`src/core/sbm_pkg.sv`:
```
// Package for the shift and bit manipulation unit: operation codes and
// instruction word layout.
// Assumes a decoder that maps instruction words onto these codes.
package sbm_pkg;
  localparam int unsigned SBM_OP_W = 5;
  typedef enum logic [SBM_OP_W-1:0] {
    SBM_OP_NONE = 5'h00,
    SBM_OP_ARITH_SHIFT_LEFT = 5'h01,
    SBM_OP_ARITH_SHIFT_RIGHT = 5'h02,
    SBM_OP_LOGIC_SHIFT_LEFT = 5'h03,
    SBM_OP_LOGIC_SHIFT_RIGHT = 5'h04,
    SBM_OP_ROTATE_LEFT_PLAIN = 5'h05,
    SBM_OP_ROTATE_RIGHT_PLAIN = 5'h06,
    SBM_OP_ROTATE_LEFT_VIA_CARRY = 5'h07,
    SBM_OP_ROTATE_RIGHT_VIA_CARRY = 5'h08,
    SBM_OP_SINGLE_BIT_FORCE_ONE = 5'h09,
    SBM_OP_SINGLE_BIT_FORCE_ZERO = 5'h0A,
    SBM_OP_SINGLE_BIT_INVERT = 5'h0B,
    SBM_OP_SINGLE_BIT_PROBE = 5'h0C,
    SBM_OP_CARRY_AND_BIT = 5'h0D,
    SBM_OP_CARRY_AND_INVERTED_BIT = 5'h0E,
    SBM_OP_CARRY_OR_BIT = 5'h0F,
    SBM_OP_CARRY_OR_INVERTED_BIT = 5'h10,
    SBM_OP_CARRY_XOR_BIT = 5'h11
  } sbm_op_t;

  // Instruction word: operation field above, register_field in bits 3:0
  localparam int unsigned SBM_IW_W = 16;
  localparam int unsigned SBM_REG_FIELD_LSB = 0;
  localparam int unsigned SBM_REG_FIELD_W = 4;
  localparam int unsigned SBM_OPC_LSB = 4;
  localparam int unsigned SBM_OPC_W = 12;
  localparam int unsigned SBM_BITNO_W = 3;

  // Shift group operation codes in the upper 12 bits (plain defaults)
  localparam logic [11:0] SBM_OPC_ASL = 12'h108;
  localparam logic [11:0] SBM_OPC_ASR = 12'h118;
  localparam logic [11:0] SBM_OPC_LSL = 12'h100;
  localparam logic [11:0] SBM_OPC_LSR = 12'h110;
  localparam logic [11:0] SBM_OPC_RL = 12'h128;
  localparam logic [11:0] SBM_OPC_RR = 12'h138;
  localparam logic [11:0] SBM_OPC_RLC = 12'h120;
  localparam logic [11:0] SBM_OPC_RRC = 12'h130;

  localparam logic [7:0] SBM_BYTE_RST = 8'h00;
  localparam logic [15:0] SBM_ADDR_RST = 16'h0000;
endpackage : sbm_pkg

```
`src/core/sbm_mem_if.sv`:
```
// Interface carrying the memory read-modify-write handshake between the
// unit's sequencer and its memory port.
// Assumes a single clock shared by both ends.
interface sbm_mem_if;
  logic rd_req;
  logic wr_req;
  logic [15:0] addr;
  logic [7:0] wdata;
  logic [7:0] rdata;
  logic rd_done;
  logic wr_done;
  modport seq (output rd_req, output wr_req, output addr, output wdata,
               input rdata, input rd_done, input wr_done);
  modport port (input rd_req, input wr_req, input addr, input wdata,
                output rdata, output rd_done, output wr_done);
endinterface : sbm_mem_if

```
`src/core/sbm_unit.sv`:
```
// Shift and bit manipulation unit: byte shifts and rotates on a register
// operand, and single-bit operations on a register or memory byte.
// Assumes the decoder presents one request per start pulse and waits for
// done; register file values are supplied with the request.
import sbm_pkg::*;

module sbm_unit (
  // Clock and reset
  input wire logic clk,
  input wire logic rst_n,
  // Request from the decoder
  input wire logic start,
  input wire sbm_pkg::sbm_op_t op,
  input wire logic [15:0] instr,
  input wire logic use_iw,
  input wire logic [3:0] reg_sel,
  input wire logic [7:0] reg_data,
  input wire logic mem_opnd,
  input wire logic [15:0] mem_addr_in,
  input wire logic bitno_from_reg,
  input wire logic [2:0] bitno_imm,
  input wire logic [7:0] bitno_reg,
  input wire logic c_in,
  // Results
  output logic busy,
  output logic done,
  output logic illegal,
  output logic [7:0] result,
  output logic reg_we,
  output logic [3:0] reg_wsel,
  output logic c_we,
  output logic c_out,
  output logic z_we,
  output logic z_out,
  // Memory
  output logic mem_rd,
  output logic mem_wr,
  output logic [15:0] mem_addr,
  output logic [7:0] mem_wdata,
  input wire logic [7:0] mem_rdata,
  input wire logic mem_ack
);
  import sbm_pkg::*;

  typedef enum logic [3:0] {
    SBM_IDLE = 4'h1,
    SBM_READ = 4'h2,
    SBM_WRITE = 4'h4,
    SBM_DONE = 4'h8
  } sbm_state_t;

  typedef struct packed {
    // Sequencer
    sbm_state_t state;
    // Request captured at start
    sbm_op_t op;
    logic [2:0] bit_no;
    logic [7:0] opnd;
    logic [3:0] rsel;
    logic [15:0] addr;
    logic c;
    logic mem;
    // Registered outputs
    logic [7:0] result;
    logic reg_we;
    logic c_we;
    logic c_val;
    logic z_we;
    logic z_val;
    logic done;
    logic illegal;
  } sbm_st_t;

  sbm_st_t st_r;
  sbm_st_t st_nxt;

  sbm_mem_if mif ();

  logic [7:0] bo_res;
  logic bo_c;
  logic bo_z;
  logic bo_wb;
  logic bo_wc;
  logic bo_wz;
  logic [7:0] bo_opnd;

  // Maps a shift instruction word's opcode field onto an operation code
  function automatic sbm_op_t sbm_decode_shift(input logic [11:0] opc);
    case (opc)
      SBM_OPC_ASL: sbm_decode_shift = SBM_OP_ARITH_SHIFT_LEFT;
      SBM_OPC_ASR: sbm_decode_shift = SBM_OP_ARITH_SHIFT_RIGHT;
      SBM_OPC_LSL: sbm_decode_shift = SBM_OP_LOGIC_SHIFT_LEFT;
      SBM_OPC_LSR: sbm_decode_shift = SBM_OP_LOGIC_SHIFT_RIGHT;
      SBM_OPC_RL: sbm_decode_shift = SBM_OP_ROTATE_LEFT_PLAIN;
      SBM_OPC_RR: sbm_decode_shift = SBM_OP_ROTATE_RIGHT_PLAIN;
      SBM_OPC_RLC: sbm_decode_shift = SBM_OP_ROTATE_LEFT_VIA_CARRY;
      SBM_OPC_RRC: sbm_decode_shift = SBM_OP_ROTATE_RIGHT_VIA_CARRY;
      default: sbm_decode_shift = SBM_OP_NONE;
    endcase
  endfunction

  // Shift group operations never take a memory operand
  function automatic logic sbm_is_shift(input sbm_op_t o);
    sbm_is_shift = (o >= SBM_OP_ARITH_SHIFT_LEFT) &&
                   (o <= SBM_OP_ROTATE_RIGHT_VIA_CARRY);
  endfunction

  // Inverted-bit carry operations accept an immediate bit number only
  function automatic logic sbm_is_inv_carry(input sbm_op_t o);
    sbm_is_inv_carry = (o == SBM_OP_CARRY_AND_INVERTED_BIT) ||
                       (o == SBM_OP_CARRY_OR_INVERTED_BIT);
  endfunction

  // A freshly read memory byte is modified before the write strobe rises
  assign bo_opnd = (st_r.state == SBM_READ) ? mif.rdata : st_r.opnd;

  sbm_bitop u_bitop (
    .op(st_r.op),
    .bit_no(st_r.bit_no),
    .opnd(bo_opnd),
    .c_in(st_r.c),
    .res(bo_res),
    .c_out(bo_c),
    .z_out(bo_z),
    .writes_byte(bo_wb),
    .writes_c(bo_wc),
    .writes_z(bo_wz)
  );

  sbm_mem_port u_mem_port (
    .clk(clk),
    .rst_n(rst_n),
    .mif(mif),
    .mem_rd(mem_rd),
    .mem_wr(mem_wr),
    .mem_addr(mem_addr),
    .mem_wdata(mem_wdata),
    .mem_rdata(mem_rdata),
    .mem_ack(mem_ack)
  );

  // Memory handshake towards the port
  assign mif.rd_req = (st_r.state == SBM_READ);
  // Only byte-changing memory operations write; probe and carry ops
  // leave the byte alone
  assign mif.wr_req = (st_r.state == SBM_WRITE) && st_r.mem && bo_wb;
  assign mif.addr = st_r.addr;
  assign mif.wdata = st_r.result;

  always_comb begin
    sbm_op_t new_op;
    logic [7:0] v;
    logic cin;
    new_op = SBM_OP_NONE;
    v = st_r.opnd;
    cin = st_r.c;
    st_nxt = st_r;
    st_nxt.done = 1'b0;
    st_nxt.reg_we = 1'b0;
    st_nxt.c_we = 1'b0;
    st_nxt.z_we = 1'b0;

    case (st_r.state)
      SBM_IDLE: begin
        if (start) begin
          // Shift word: opcode above, one register field for source and
          // destination
          if (use_iw) begin
            new_op = sbm_decode_shift(instr[SBM_OPC_LSB +: SBM_OPC_W]);
            st_nxt.rsel = instr[SBM_REG_FIELD_LSB +: SBM_REG_FIELD_W];
          end else begin
            new_op = op;
            st_nxt.rsel = reg_sel;
          end
          st_nxt.op = new_op;

          st_nxt.opnd = reg_data;
          st_nxt.c = c_in;
          st_nxt.addr = mem_addr_in;
          st_nxt.mem = mem_opnd & ~sbm_is_shift(new_op);

          if (bitno_from_reg && !sbm_is_inv_carry(new_op)) begin
            st_nxt.bit_no = bitno_reg[SBM_BITNO_W-1:0];
          end else begin
            st_nxt.bit_no = bitno_imm;
          end

          // Register bit number on an immediate-only operation is refused
          st_nxt.illegal = (new_op == SBM_OP_NONE) ||
            (bitno_from_reg && sbm_is_inv_carry(new_op));
          if (st_nxt.illegal) begin
            st_nxt.state = SBM_DONE;
          end else if (st_nxt.mem) begin
            st_nxt.state = SBM_READ;
          end else begin
            st_nxt.state = SBM_WRITE;
          end
        end
      end

      SBM_READ: begin
        if (mif.rd_done) begin
          st_nxt.opnd = mif.rdata;
          st_nxt.result = bo_res;
          st_nxt.state = SBM_WRITE;
        end
      end

      SBM_WRITE: begin
        if (sbm_is_shift(st_r.op)) begin
          st_nxt.c_we = 1'b1;
          st_nxt.reg_we = 1'b1;
          // Shift group: the bit moved out of the byte lands in carry
          case (st_r.op)
            SBM_OP_ARITH_SHIFT_LEFT: begin
              st_nxt.result = {v[6:0], 1'b0};
              st_nxt.c_val = v[7];
            end

            SBM_OP_ARITH_SHIFT_RIGHT: begin
              st_nxt.result = {v[7], v[7:1]};
              st_nxt.c_val = v[0];
            end

            SBM_OP_LOGIC_SHIFT_LEFT: begin
              st_nxt.result = {v[6:0], 1'b0};
              st_nxt.c_val = v[7];
            end

            SBM_OP_LOGIC_SHIFT_RIGHT: begin
              st_nxt.result = {1'b0, v[7:1]};
              st_nxt.c_val = v[0];
            end

            SBM_OP_ROTATE_LEFT_PLAIN: begin
              st_nxt.result = {v[6:0], v[7]};
              st_nxt.c_val = v[7];
            end

            SBM_OP_ROTATE_RIGHT_PLAIN: begin
              st_nxt.result = {v[0], v[7:1]};
              st_nxt.c_val = v[0];
            end

            SBM_OP_ROTATE_LEFT_VIA_CARRY: begin
              st_nxt.result = {v[6:0], cin};
              st_nxt.c_val = v[7];
            end

            SBM_OP_ROTATE_RIGHT_VIA_CARRY: begin
              st_nxt.result = {cin, v[7:1]};
              st_nxt.c_val = v[0];
            end
            default: begin
              st_nxt.result = v;
            end
          endcase
          st_nxt.state = SBM_DONE;
        end else begin
          // Bit operations: modified byte, carry or zero flag
          st_nxt.result = bo_res;
          st_nxt.c_val = bo_c;
          st_nxt.z_val = bo_z;
          st_nxt.c_we = bo_wc;
          st_nxt.z_we = bo_wz;
          if (st_r.mem && bo_wb) begin
            // Whole byte goes back to the address it came from
            if (mif.wr_done) begin
              st_nxt.state = SBM_DONE;
            end
            st_nxt.c_we = 1'b0;
            st_nxt.z_we = 1'b0;
          end else begin
            st_nxt.reg_we = bo_wb & ~st_r.mem;
            st_nxt.state = SBM_DONE;
          end
        end
      end

      SBM_DONE: begin
        st_nxt.done = 1'b1;
        st_nxt.state = SBM_IDLE;
      end

      default: begin
        st_nxt.state = SBM_IDLE;
      end
    endcase
  end

  always_ff @(posedge clk) begin
    if (!rst_n) begin
      st_r <= '{
        state: SBM_IDLE,
        op: SBM_OP_NONE,
        bit_no: 3'h0,
        opnd: SBM_BYTE_RST,
        rsel: 4'h0,
        addr: SBM_ADDR_RST,
        c: 1'b0,
        mem: 1'b0,
        result: SBM_BYTE_RST,
        reg_we: 1'b0,
        c_we: 1'b0,
        c_val: 1'b0,
        z_we: 1'b0,
        z_val: 1'b0,
        done: 1'b0,
        illegal: 1'b0
      };
    end else begin
      st_r <= st_nxt;
    end
  end

  // Outputs come straight from the state register
  assign busy = (st_r.state != SBM_IDLE);
  assign done = st_r.done;
  assign illegal = st_r.illegal;
  assign result = st_r.result;
  assign reg_we = st_r.reg_we;
  assign reg_wsel = st_r.rsel;
  assign c_we = st_r.c_we;
  assign c_out = st_r.c_val;
  assign z_we = st_r.z_we;
  assign z_out = st_r.z_val;
endmodule : sbm_unit

```
`src/core/sbm_mem_port.sv`:
```
// Memory port: passes the sequencer's strobes to the bus and registers the
// data read back.
// Assumes memory answers a strobe with a one-cycle ack, any latency.
module sbm_mem_port (
  // Clock and reset
  input wire logic clk,
  input wire logic rst_n,
  // Sequencer side
  sbm_mem_if.port mif,
  // Memory side
  output logic mem_rd,
  output logic mem_wr,
  output logic [15:0] mem_addr,
  output logic [7:0] mem_wdata,
  input wire logic [7:0] mem_rdata,
  input wire logic mem_ack
);
  import sbm_pkg::*;

  typedef struct packed {
    logic [7:0] rdata;
    logic rd_done;
    logic wr_done;
  } sbm_port_st_t;

  sbm_port_st_t st_r;
  sbm_port_st_t st_nxt;

  always_comb begin
    st_nxt = st_r;
    st_nxt.rd_done = mif.rd_req & mem_ack;
    st_nxt.wr_done = mif.wr_req & mem_ack;
    if (mif.rd_req && mem_ack) begin
      st_nxt.rdata = mem_rdata;
    end
  end

  always_ff @(posedge clk) begin
    if (!rst_n) begin
      st_r <= '{rdata: SBM_BYTE_RST, rd_done: 1'b0, wr_done: 1'b0};
    end else begin
      st_r <= st_nxt;
    end
  end

  assign mem_rd = mif.rd_req & ~st_r.rd_done;
  assign mem_wr = mif.wr_req & ~st_r.wr_done;
  assign mem_addr = mif.addr;
  assign mem_wdata = mif.wdata;
  assign mif.rdata = st_r.rdata;
  assign mif.rd_done = st_r.rd_done;
  assign mif.wr_done = st_r.wr_done;
endmodule : sbm_mem_port

```
`src/core/sbm_bitop.sv`:
```
// Bit operation datapath: selected-bit modify of a byte and carry logic.
// Purely combinational; assumes op and bit number are stable while used.
module sbm_bitop (
  // Operation
  input wire sbm_pkg::sbm_op_t op,
  input wire logic [2:0] bit_no,
  // Operand and flags in
  input wire logic [7:0] opnd,
  input wire logic c_in,
  // Results
  output logic [7:0] res,
  output logic c_out,
  output logic z_out,
  output logic writes_byte,
  output logic writes_c,
  output logic writes_z
);
  import sbm_pkg::*;

  logic [7:0] mask;
  logic sel;

  assign mask = 8'h01 << bit_no;
  assign sel = opnd[bit_no];

  always_comb begin
    res = opnd;
    c_out = c_in;
    z_out = 1'b0;
    writes_byte = 1'b0;
    writes_c = 1'b0;
    writes_z = 1'b0;
    case (op)
      SBM_OP_SINGLE_BIT_FORCE_ONE: begin
        res = opnd | mask;
        writes_byte = 1'b1;
      end
      SBM_OP_SINGLE_BIT_FORCE_ZERO: begin
        res = opnd & ~mask;
        writes_byte = 1'b1;
      end
      SBM_OP_SINGLE_BIT_INVERT: begin
        res = opnd ^ mask;
        writes_byte = 1'b1;
      end
      SBM_OP_SINGLE_BIT_PROBE: begin
        z_out = ~sel;
        writes_z = 1'b1;
      end
      SBM_OP_CARRY_AND_BIT: begin
        c_out = c_in & sel;
        writes_c = 1'b1;
      end
      SBM_OP_CARRY_AND_INVERTED_BIT: begin
        c_out = c_in & ~sel;
        writes_c = 1'b1;
      end
      SBM_OP_CARRY_OR_BIT: begin
        c_out = c_in | sel;
        writes_c = 1'b1;
      end
      SBM_OP_CARRY_OR_INVERTED_BIT: begin
        c_out = c_in | ~sel;
        writes_c = 1'b1;
      end
      SBM_OP_CARRY_XOR_BIT: begin
        c_out = c_in ^ sel;
        writes_c = 1'b1;
      end
      default: begin
        res = opnd;
      end
    endcase
  end
endmodule : sbm_bitop

```
`config.mk`:
```
export PLATFORM = sky130hd
export DESIGN_NAME = sbm_unit
export DESIGN_NICKNAME = d
export VERILOG_FILES = /design/src/core/sbm_pkg.sv /design/src/core/sbm_mem_if.sv /design/src/core/sbm_unit.sv /design/src/core/sbm_mem_port.sv /design/src/core/sbm_bitop.sv
export SDC_FILE = /design/constraint.sdc
export NUM_CORES = 1
export LEC_CHECK = 0
export BUFFER_PORTS_ARGS = -buffer_cell sky130_fd_sc_hd__buf_2
export CAP_MARGIN = 20
export CORE_MARGIN = 2
export CORE_UTILIZATION = 53
export DETAILED_ROUTE_END_ITERATION = 8
export MAX_ROUTING_LAYER = met4
export PLACE_DENSITY = 0.81
export SETUP_SLACK_MARGIN = 0.2
export SLEW_MARGIN = 20
export SYNTH_ARGS = -nofsm -noshare
export SYNTH_HDL_FRONTEND = slang
export SYNTH_SLANG_ARGS = --single-unit
```
`constraint.sdc`:
```
create_clock -name clk -period 2.9 [get_ports clk]
set_input_delay 0.58 -clock clk [delete_from_list [all_inputs] [get_ports clk]]
set_output_delay 0.58 -clock clk [all_outputs]
set_load 0.02 [all_outputs]
```
==> run_results.csv, run 1 <==
group,metric,value,unit
outcome,outcome,"finished clean",
critical_path,crit_required,3.14,ns
synthesis,yosys_warnings,0,
synthesis,postSynthCellCount,552,
grt,grt_max_degree,44,
clocking,clkLatencyLatePin,0.35,ns
route,drt_wl_total,11300,um
clocking,cts.sinks,67,
critical_path,critPathMaxFanout,7,
critical_path,r2r-start,"st_r[56]",
route,drt-wirelength-per-cell,15.6,um
route,routed_via_density,5.88,
synthesis,synth_edf_count,0,
worst_hold_path,min_to,"mif.addr[2]",
sta,fin_worst_skew,0.0113,ns
synthesis,ys_types,65,
synthesis,ys.flop_type,"dfxtp_1",
clocking,cts_resized,1,
worst_hold_path,hold_path_class,"reg2reg",
floorplan,die_w,95.1,um
placed_design,placed_area,0.00476,sq mm
route,vias,4271,
pwr,power_leakage,2.17,nW
floorplan,core-area,0.00813,sq mm
clocking,htree_num_levels,3,
flow_run,cap_violations,0,
synthesis,synth_seq_cells,67,
floorplan,initial_core_util,54.1,%
sta,fin_crit,2.58,ns
layout,areaGrowthSynthToFinish,12.3,%
critical_path,rr_endpoint,"result[7]",
sta,slew_viol_final,0,
floorplan,fp.dieArea,0.00904,sq mm
critical_path,arrival,2.83,ns
critical_path,r2r_setup_slack,0.32,ns
placed_design,routabilityCongestion,0.935,
floorplan,rows,33,
route,route.detailed.drc,0,
critical_path,end_kind,"register",
route,drtIter0Drc,361,
pwr,ir_drop,0.276,mV
clocking,postCtsHoldBufs,0,
sta,setup-tns-final,0,ns
grt,grt_pass1_wl,18200,um
clocking,cts-root-buf,"clkbuf_8",
clocking,cts_setup_buffers,0,
layout,drive_gt1_share,26.7,%
pwr,p_per_area,535,mW/mm^2
grt,antenna_found_initial,0,
layout,final_cell_mix,"buf_2, dfxtp_1, nand2_1",
grt,grt-ovfl-total,0,
sta,tightestPinTransition,0.633,ns
critical_path,r2r_cells,8,
sta,fmax,387,MHz
layout,final_common_cell,"buf_2",
synthesis,syn_area,0.00440,sq mm
worst_hold_path,hp-start,"mif.addr[2]",
placed_design,place_hpwl,8330,um
clocking,cts_buffer_depth,2,
sta,setup-violations-final,0,
sta,hold_viol,0,
grt,grt_pass1_vias,3831,
placed_design,io_buffers,116,
route,drt.antenna.violating_nets,0,
synthesis,syn_nets,644,
sta,rsz0062_at_grt,"no",
clocking,clk_pin_slew,0.08,ns
layout,fin_nets,708,
synthesis,synthArstFlopShare,0,%
synthesis,ys_seq_area_share,30.5,%
route,dr.pass1.iters,5,
layout,diodes,0,
critical_path,path_class,"reg2reg",
worst_hold_path,min_path_cells,2,
floorplan,die_h,95.1,um
synthesis,synth.avg_cell_area,7.97,sq um
critical_path,cp-start-kind,"register",
clocking,cts_tree,"built",
floorplan,io_pins,122,
layout,final_cell_area,0.00494,sq mm
sta,post-route-period-util,89.1,%
clocking,cts_buffers,9,
sta,maxSlewHeadroom,57.6,%
grt,grtUsageTotal,25.8,%
==> power breakdown <==
group / total, mW / switching (mW) / internal [mW]
clock: 0.675 / 0.368 / 0.306
sequential: 1.11 / 0.107 / 1.00
combinational: 0.857 / 0.509 / 0.348
total: 2.64 / 0.984 / 1.66
==> Yosys cell counts (3+ instances only) <==
cell type  number  share of area, %
buf_2           3              0.34
nor3b_1         4              0.68
a21oi_1        36               4.1
and3_1          3              0.43
or4bb_1         6               1.5
inv_1          24               2.0
nand3b_1        5              0.85
or4b_2          3              0.68
ha_1           16               4.6
a22oi_1        20               3.4
mux2i_1        28               6.4
nand2_1        65               5.5
buf_6           3              0.77
buf_4          39               6.7
nand3_1        21               2.4
nor2b_1         5              0.71
a211oi_1       15               2.6
o21ai_0        16               1.8
nand4b_1        7               1.4
dfxtp_1        67                31
clkbuf_2        3              0.34
and2_1          3              0.43
buf_1           4              0.34
nand2b_1        6              0.85
nand4_1         9               1.3
nor2_1         43               3.7
o211ai_1       16               2.7
a32o_1          3              0.68
clkbuf_1       25               2.1
nor3_1          8              0.91
==> how the worst max path moves through the flow <==
stage / start / end
final: st_r[56] / result[7]
after global routing: st_r[54] / result[7]
after CTS: st_r[56] / result[7]
after detailed placement: st_r[56] / result[7]
after global placement: st_r[56] / result[7]
after floorplan: st_r[56] / result[7]
==> cells by family after synthesis <==
| kind of cell | after synthesis | share of synthesized area [%] |
|---|---|---|
| flip-flops | 67 | 30.5 |
| AND/OR/NAND/NOR | 205 | 24.7 |
| buffers and inverters | 102 | 12.8 |
| multiplexers | 30 | 7.14 |
| XOR/XNOR | 1 | 0.199 |
| AO/OA/AOI/OAI | 131 | 20.1 |
| adder cells (fa/ha/maj) | 16 | 4.55 |
==> state kept, by name, indices dropped and copies added (netlist names) <==
register	cells
u_mem_port.mif.rdata	8
u_mem_port.mif.wr_done	1
c_we	1
z_we	1
c_out	1
reg_wsel	4
reg_we	1
z_out	1
mif.addr	16
done	1
st_r	22
u_mem_port.mif.rd_done	1
illegal	1
result	8
==> through the flow <==
stage	worst slack (ns)	hold WS [ns]	utilization (%)	total power, mW	instances
floorplan	0.343	0.437	-	1.78	552
global placement	0.312	0.440	58.5	1.93	710
detailed placement	0.280	0.444	58.5	1.97	710
CTS	0.271	0.449	60.6	2.65	726
global route	0.238	0.469	60.7	2.79	726
finish	0.315	0.452	60.7	2.64	726
==> layer usage <==
metal	up-vias	track usage (%)	wire length, um
li1	2072	-	-
met3	29	4.82	684
met1	1997	32.3	4870
met2	173	42.6	5580
met5	-	-	0
met4	0	7.49	215
==> area by class of cell <==
class / instances / area (sq um)
Clock buffer: 9 / 124
Clock inverter: 7 / 45.0
Fill cell: 725 / 3200
Inverter: 24 / 90.1
Multi-Input combinational cell: 383 / 2510
Sequential cell: 67 / 1340
Tap cell: 105 / 131
Timing Repair Buffer: 131 / 693
==> critical path, cell delays in order (launching register included) <==
cell and delay, ns:
dfxtp_1 0.40, or4b_4 0.60, mux2i_4 0.22, ha_1 0.30, and2_1 0.14, o21ai_0 0.16, o22ai_1 0.10, a211o_1 0.30
a32o_1 0.26
Power figures use the tool's default switching activity.
==> inputs of run 2 (changes only) <==
Settings changed: ABC_AREA from default to 1, CORE_UTILIZATION 53 to 54, CTS_BUF_LIST from default to sky130_fd_sc_hd__clkbuf_4 sky130_fd_sc_hd__clkbuf_8, PLACE_DENSITY 0.81 to 0.83.
==> run 2 against run 1 <==
  * Combinational power fell by 18%
  * Non-clock buffer count is 4 lower
  * Critical endpoint is now result[5]
  * Clock-buffer cell count unchanged
  * Largest power group unchanged
  * Via count rose by 0.40%
  * Worst setup slack better by 0.079 ns
  * Global-route usage is 0.82 points higher
  * Worst hold slack got worse by 0.0086 ns
  * Final cell count increased by 13%
  * Register-to-register slack better by 0.08 ns
  * Critical path type unchanged
  * Core utilization up 2.5 points
  * Clock power up 22%
  * Area after synthesis down 5.3%
==> run_results.csv, run 2 <==
group,metric,value,unit
route,drtIter0Drc,205,
synthesis,synth.largest_area_cell,"dfxtp_1",
floorplan,rows,32,
grt,grt_pass1_vias,3946,
layout,areaGrowthSynthToFinish,15.5,%
sta,fin_crit,2.51,ns
sta,post-route-period-util,86.4,%
sta,hold_viol,0,
layout,diodes,0,
sta,setup-tns-final,0,ns
placed_design,place_hpwl,8330,um
critical_path,path_cells,"inv_1 -> nand2_1 -> nor3_4 -> buf_12 -> nand2_1 -> o21ai_0 -> inv_1 -> ha_1 -> a221oi_1 -> o21ai_0 -> o2bb2ai_1 -> a21oi_1",
clocking,cts_resized,0,
route,vias,4288,
synthesis,syn_nets,726,
sta,fmax,399,MHz
route,drt_wl_total,10800,um
grt,grt_max_degree,37,
clocking,cts_tree,"built",
grt,busiest_layer,"met2",
route,route.detailed.drc,0,
layout,final_common_cell,"nand2_1",
synthesis,ys_top_cells_by_count,"nand2_1, nor2_1, inv_1",
clocking,cts-root-buf,"clkbuf_8",
synthesis,synth_most_common_cell,"nand2_1",
floorplan,initial_core_util,54.7,%
sta,setup-violations-final,0,
layout,final_cell_area,0.00481,sq mm
critical_path,critPathMaxFanout,15,
clocking,postCtsHoldBufs,0,
clocking,clkLatencyLatePin,0.36,ns
placed_design,routabilityCongestion,0.908,
synthesis,yosys_warnings,0,
layout,largest_register_ffs,22,
synthesis,ys_seq_area_share,32.2,%
worst_hold_path,hold_path_class,"in2reg",
critical_path,path_class,"reg2reg",
pwr,power_leakage,2.35,nW
synthesis,syn_area,0.00416,sq mm
critical_path,arrival,2.73,ns
critical_path,crit_required,3.13,ns
route,dr.pass1.iters,5,
route,routed_via_density,5.21,
floorplan,fp.dieArea,0.00843,sq mm
synthesis,synth_area_leaders,"dfxtp_1, nand2_1, o21ai_0",
synthesis,synth.avg_cell_area,6.57,sq um
grt,grtUsageMet3,4.19,%
critical_path,crit_slowest_cell,"dfxtp_1",
critical_path,end_kind,"register",
grt,antenna_found_initial,0,
synthesis,ys.flop_type,"dfxtp_1",
floorplan,io_pins,122,
clocking,cts_setup_buffers,0,
floorplan,core-area,0.00761,sq mm
synthesis,netlist.area_leader.share,32.2,%
pwr,p_per_area,542,mW/mm^2
critical_path,r2r_cells,12,
flow_run,cap_violations,0,
placed_design,placed_area,0.00457,sq mm
grt,grtUsageMet2,42.8,%
clocking,cts_buffers,9,
sta,slew_viol_final,0,
sta,tightestPinTransition,0.749,ns
worst_hold_path,min_path_cells,3,
layout,final_cell_mix,"nand2_1, buf_2, nor2_1",
clocking,cts.sinks,67,
grt,grtUsageTotal,26.6,%
pwr,ir_drop,0.351,mV
layout,fillers,718,
floorplan,die_h,91.8,um
floorplan,die_w,91.8,um
layout,drive_gt1_share,20.8,%
sta,rsz0062_at_grt,"no",
layout,largest-register,"st_r",
clocking,clk_pin_slew,0.09,ns
synthesis,postSynthCellCount,634,
route,drt-wirelength-per-cell,13.1,um
outcome,outcome,"finished clean",
sta,maxSlewHeadroom,49.8,%
synthesis,synth_edf_count,0,
route,drt.antenna.violating_nets,0,
placed_design,io_buffers,116,
sta,fin_worst_skew,0.00998,ns
grt,use_met1,33.5,%
synthesis,synthArstFlopShare,0,%
synthesis,ys_types,37,
clocking,cts_buffer_depth,2,
grt,grt_pass1_wl,17700,um
layout,fin_nets,808,
clocking,htree_num_levels,3,
grt,grt-ovfl-total,0,
critical_path,cp-start-kind,"register",
synthesis,synth_seq_cells,67,
critical_path,cpPeakStageDelay,0.32,ns
-- run 2: cell families (layout without fill, tap and decap cells) --
family,Yosys count,in the layout,synth area share [%]
and+or+nand+nor,264,264,26.6
AOI/OAI and AO/OA,152,152,20.5
buffers and inverters,135,222,15.9
DFF,67,67,32.2
adders and majority gates,16,16,4.81
-- run 2: stage by stage --
| stage | worst slack (ns) | utilization [%] | hold WS, ns | cells | total power [mW] |
|---|---|---|---|---|---|
| detailed placement | 0.357 | 60.0 | 0.435 | 804 | 1.79 |
| floorplan | 0.825 | - | 0.398 | 634 | 1.62 |
| global placement | 0.417 | 60.0 | 0.424 | 804 | 1.77 |
| CTS | 0.331 | 62.7 | 0.437 | 820 | 2.61 |
| global route | 0.210 | 63.2 | 0.450 | 823 | 2.76 |
| finish | 0.394 | 63.2 | 0.443 | 823 | 2.61 |
-- run 2: layout make-up --
type                    count  area [sq um]  area share [%]
inverters                  79           297            6.17
well taps                 102           128            2.65
flip-flops and latches     67          1340            27.9
repair buffers            127           676            14.1
clock buffers               9           124            2.58
multi-input cells         432          2160            45.0
clock inverters             7          81.3            1.69
-- run 2: final timing paths --
kind	slack, ns	start	endpoint
worst max-delay path	0.39	st_r[55]	result[5]
worst min-delay path	0.44	mem_addr_in[3]	mif.addr[3]
worst max register to register	0.39	st_r[55]	result[5]
worst min register to register	0.45	st_r[55]	done
-- run 2: power breakdown --
group | switching [mW] | leakage (nW) | internal (mW)
clock | 0.414 | 0.101 | 0.411
combinational | 0.472 | 1.70 | 0.233
sequential | 0.0673 | 0.549 | 1.01
total | 0.954 | 2.35 | 1.65
-- run 2: worst max-delay path: cells and delay by family, from the launching register on --
kind	cells	cell delay, ns
AO/OA/AOI/OAI	5	0.91
adder cells (fa/ha/maj)	1	0.30
buffers and inverters	3	0.36
flip-flops	1	0.32
AND/OR/NAND/NOR	3	0.49
-- run 2: routing by layer --
metal / up-vias / wire [um] / part of all wire [%]
met5: - / 0 / 0
met4: 0 / 323 / 3.0
met3: 27 / 637 / 5.9
met2: 153 / 4920 / 45
met1: 1898 / 4940 / 46
li1: 2210 / - / -
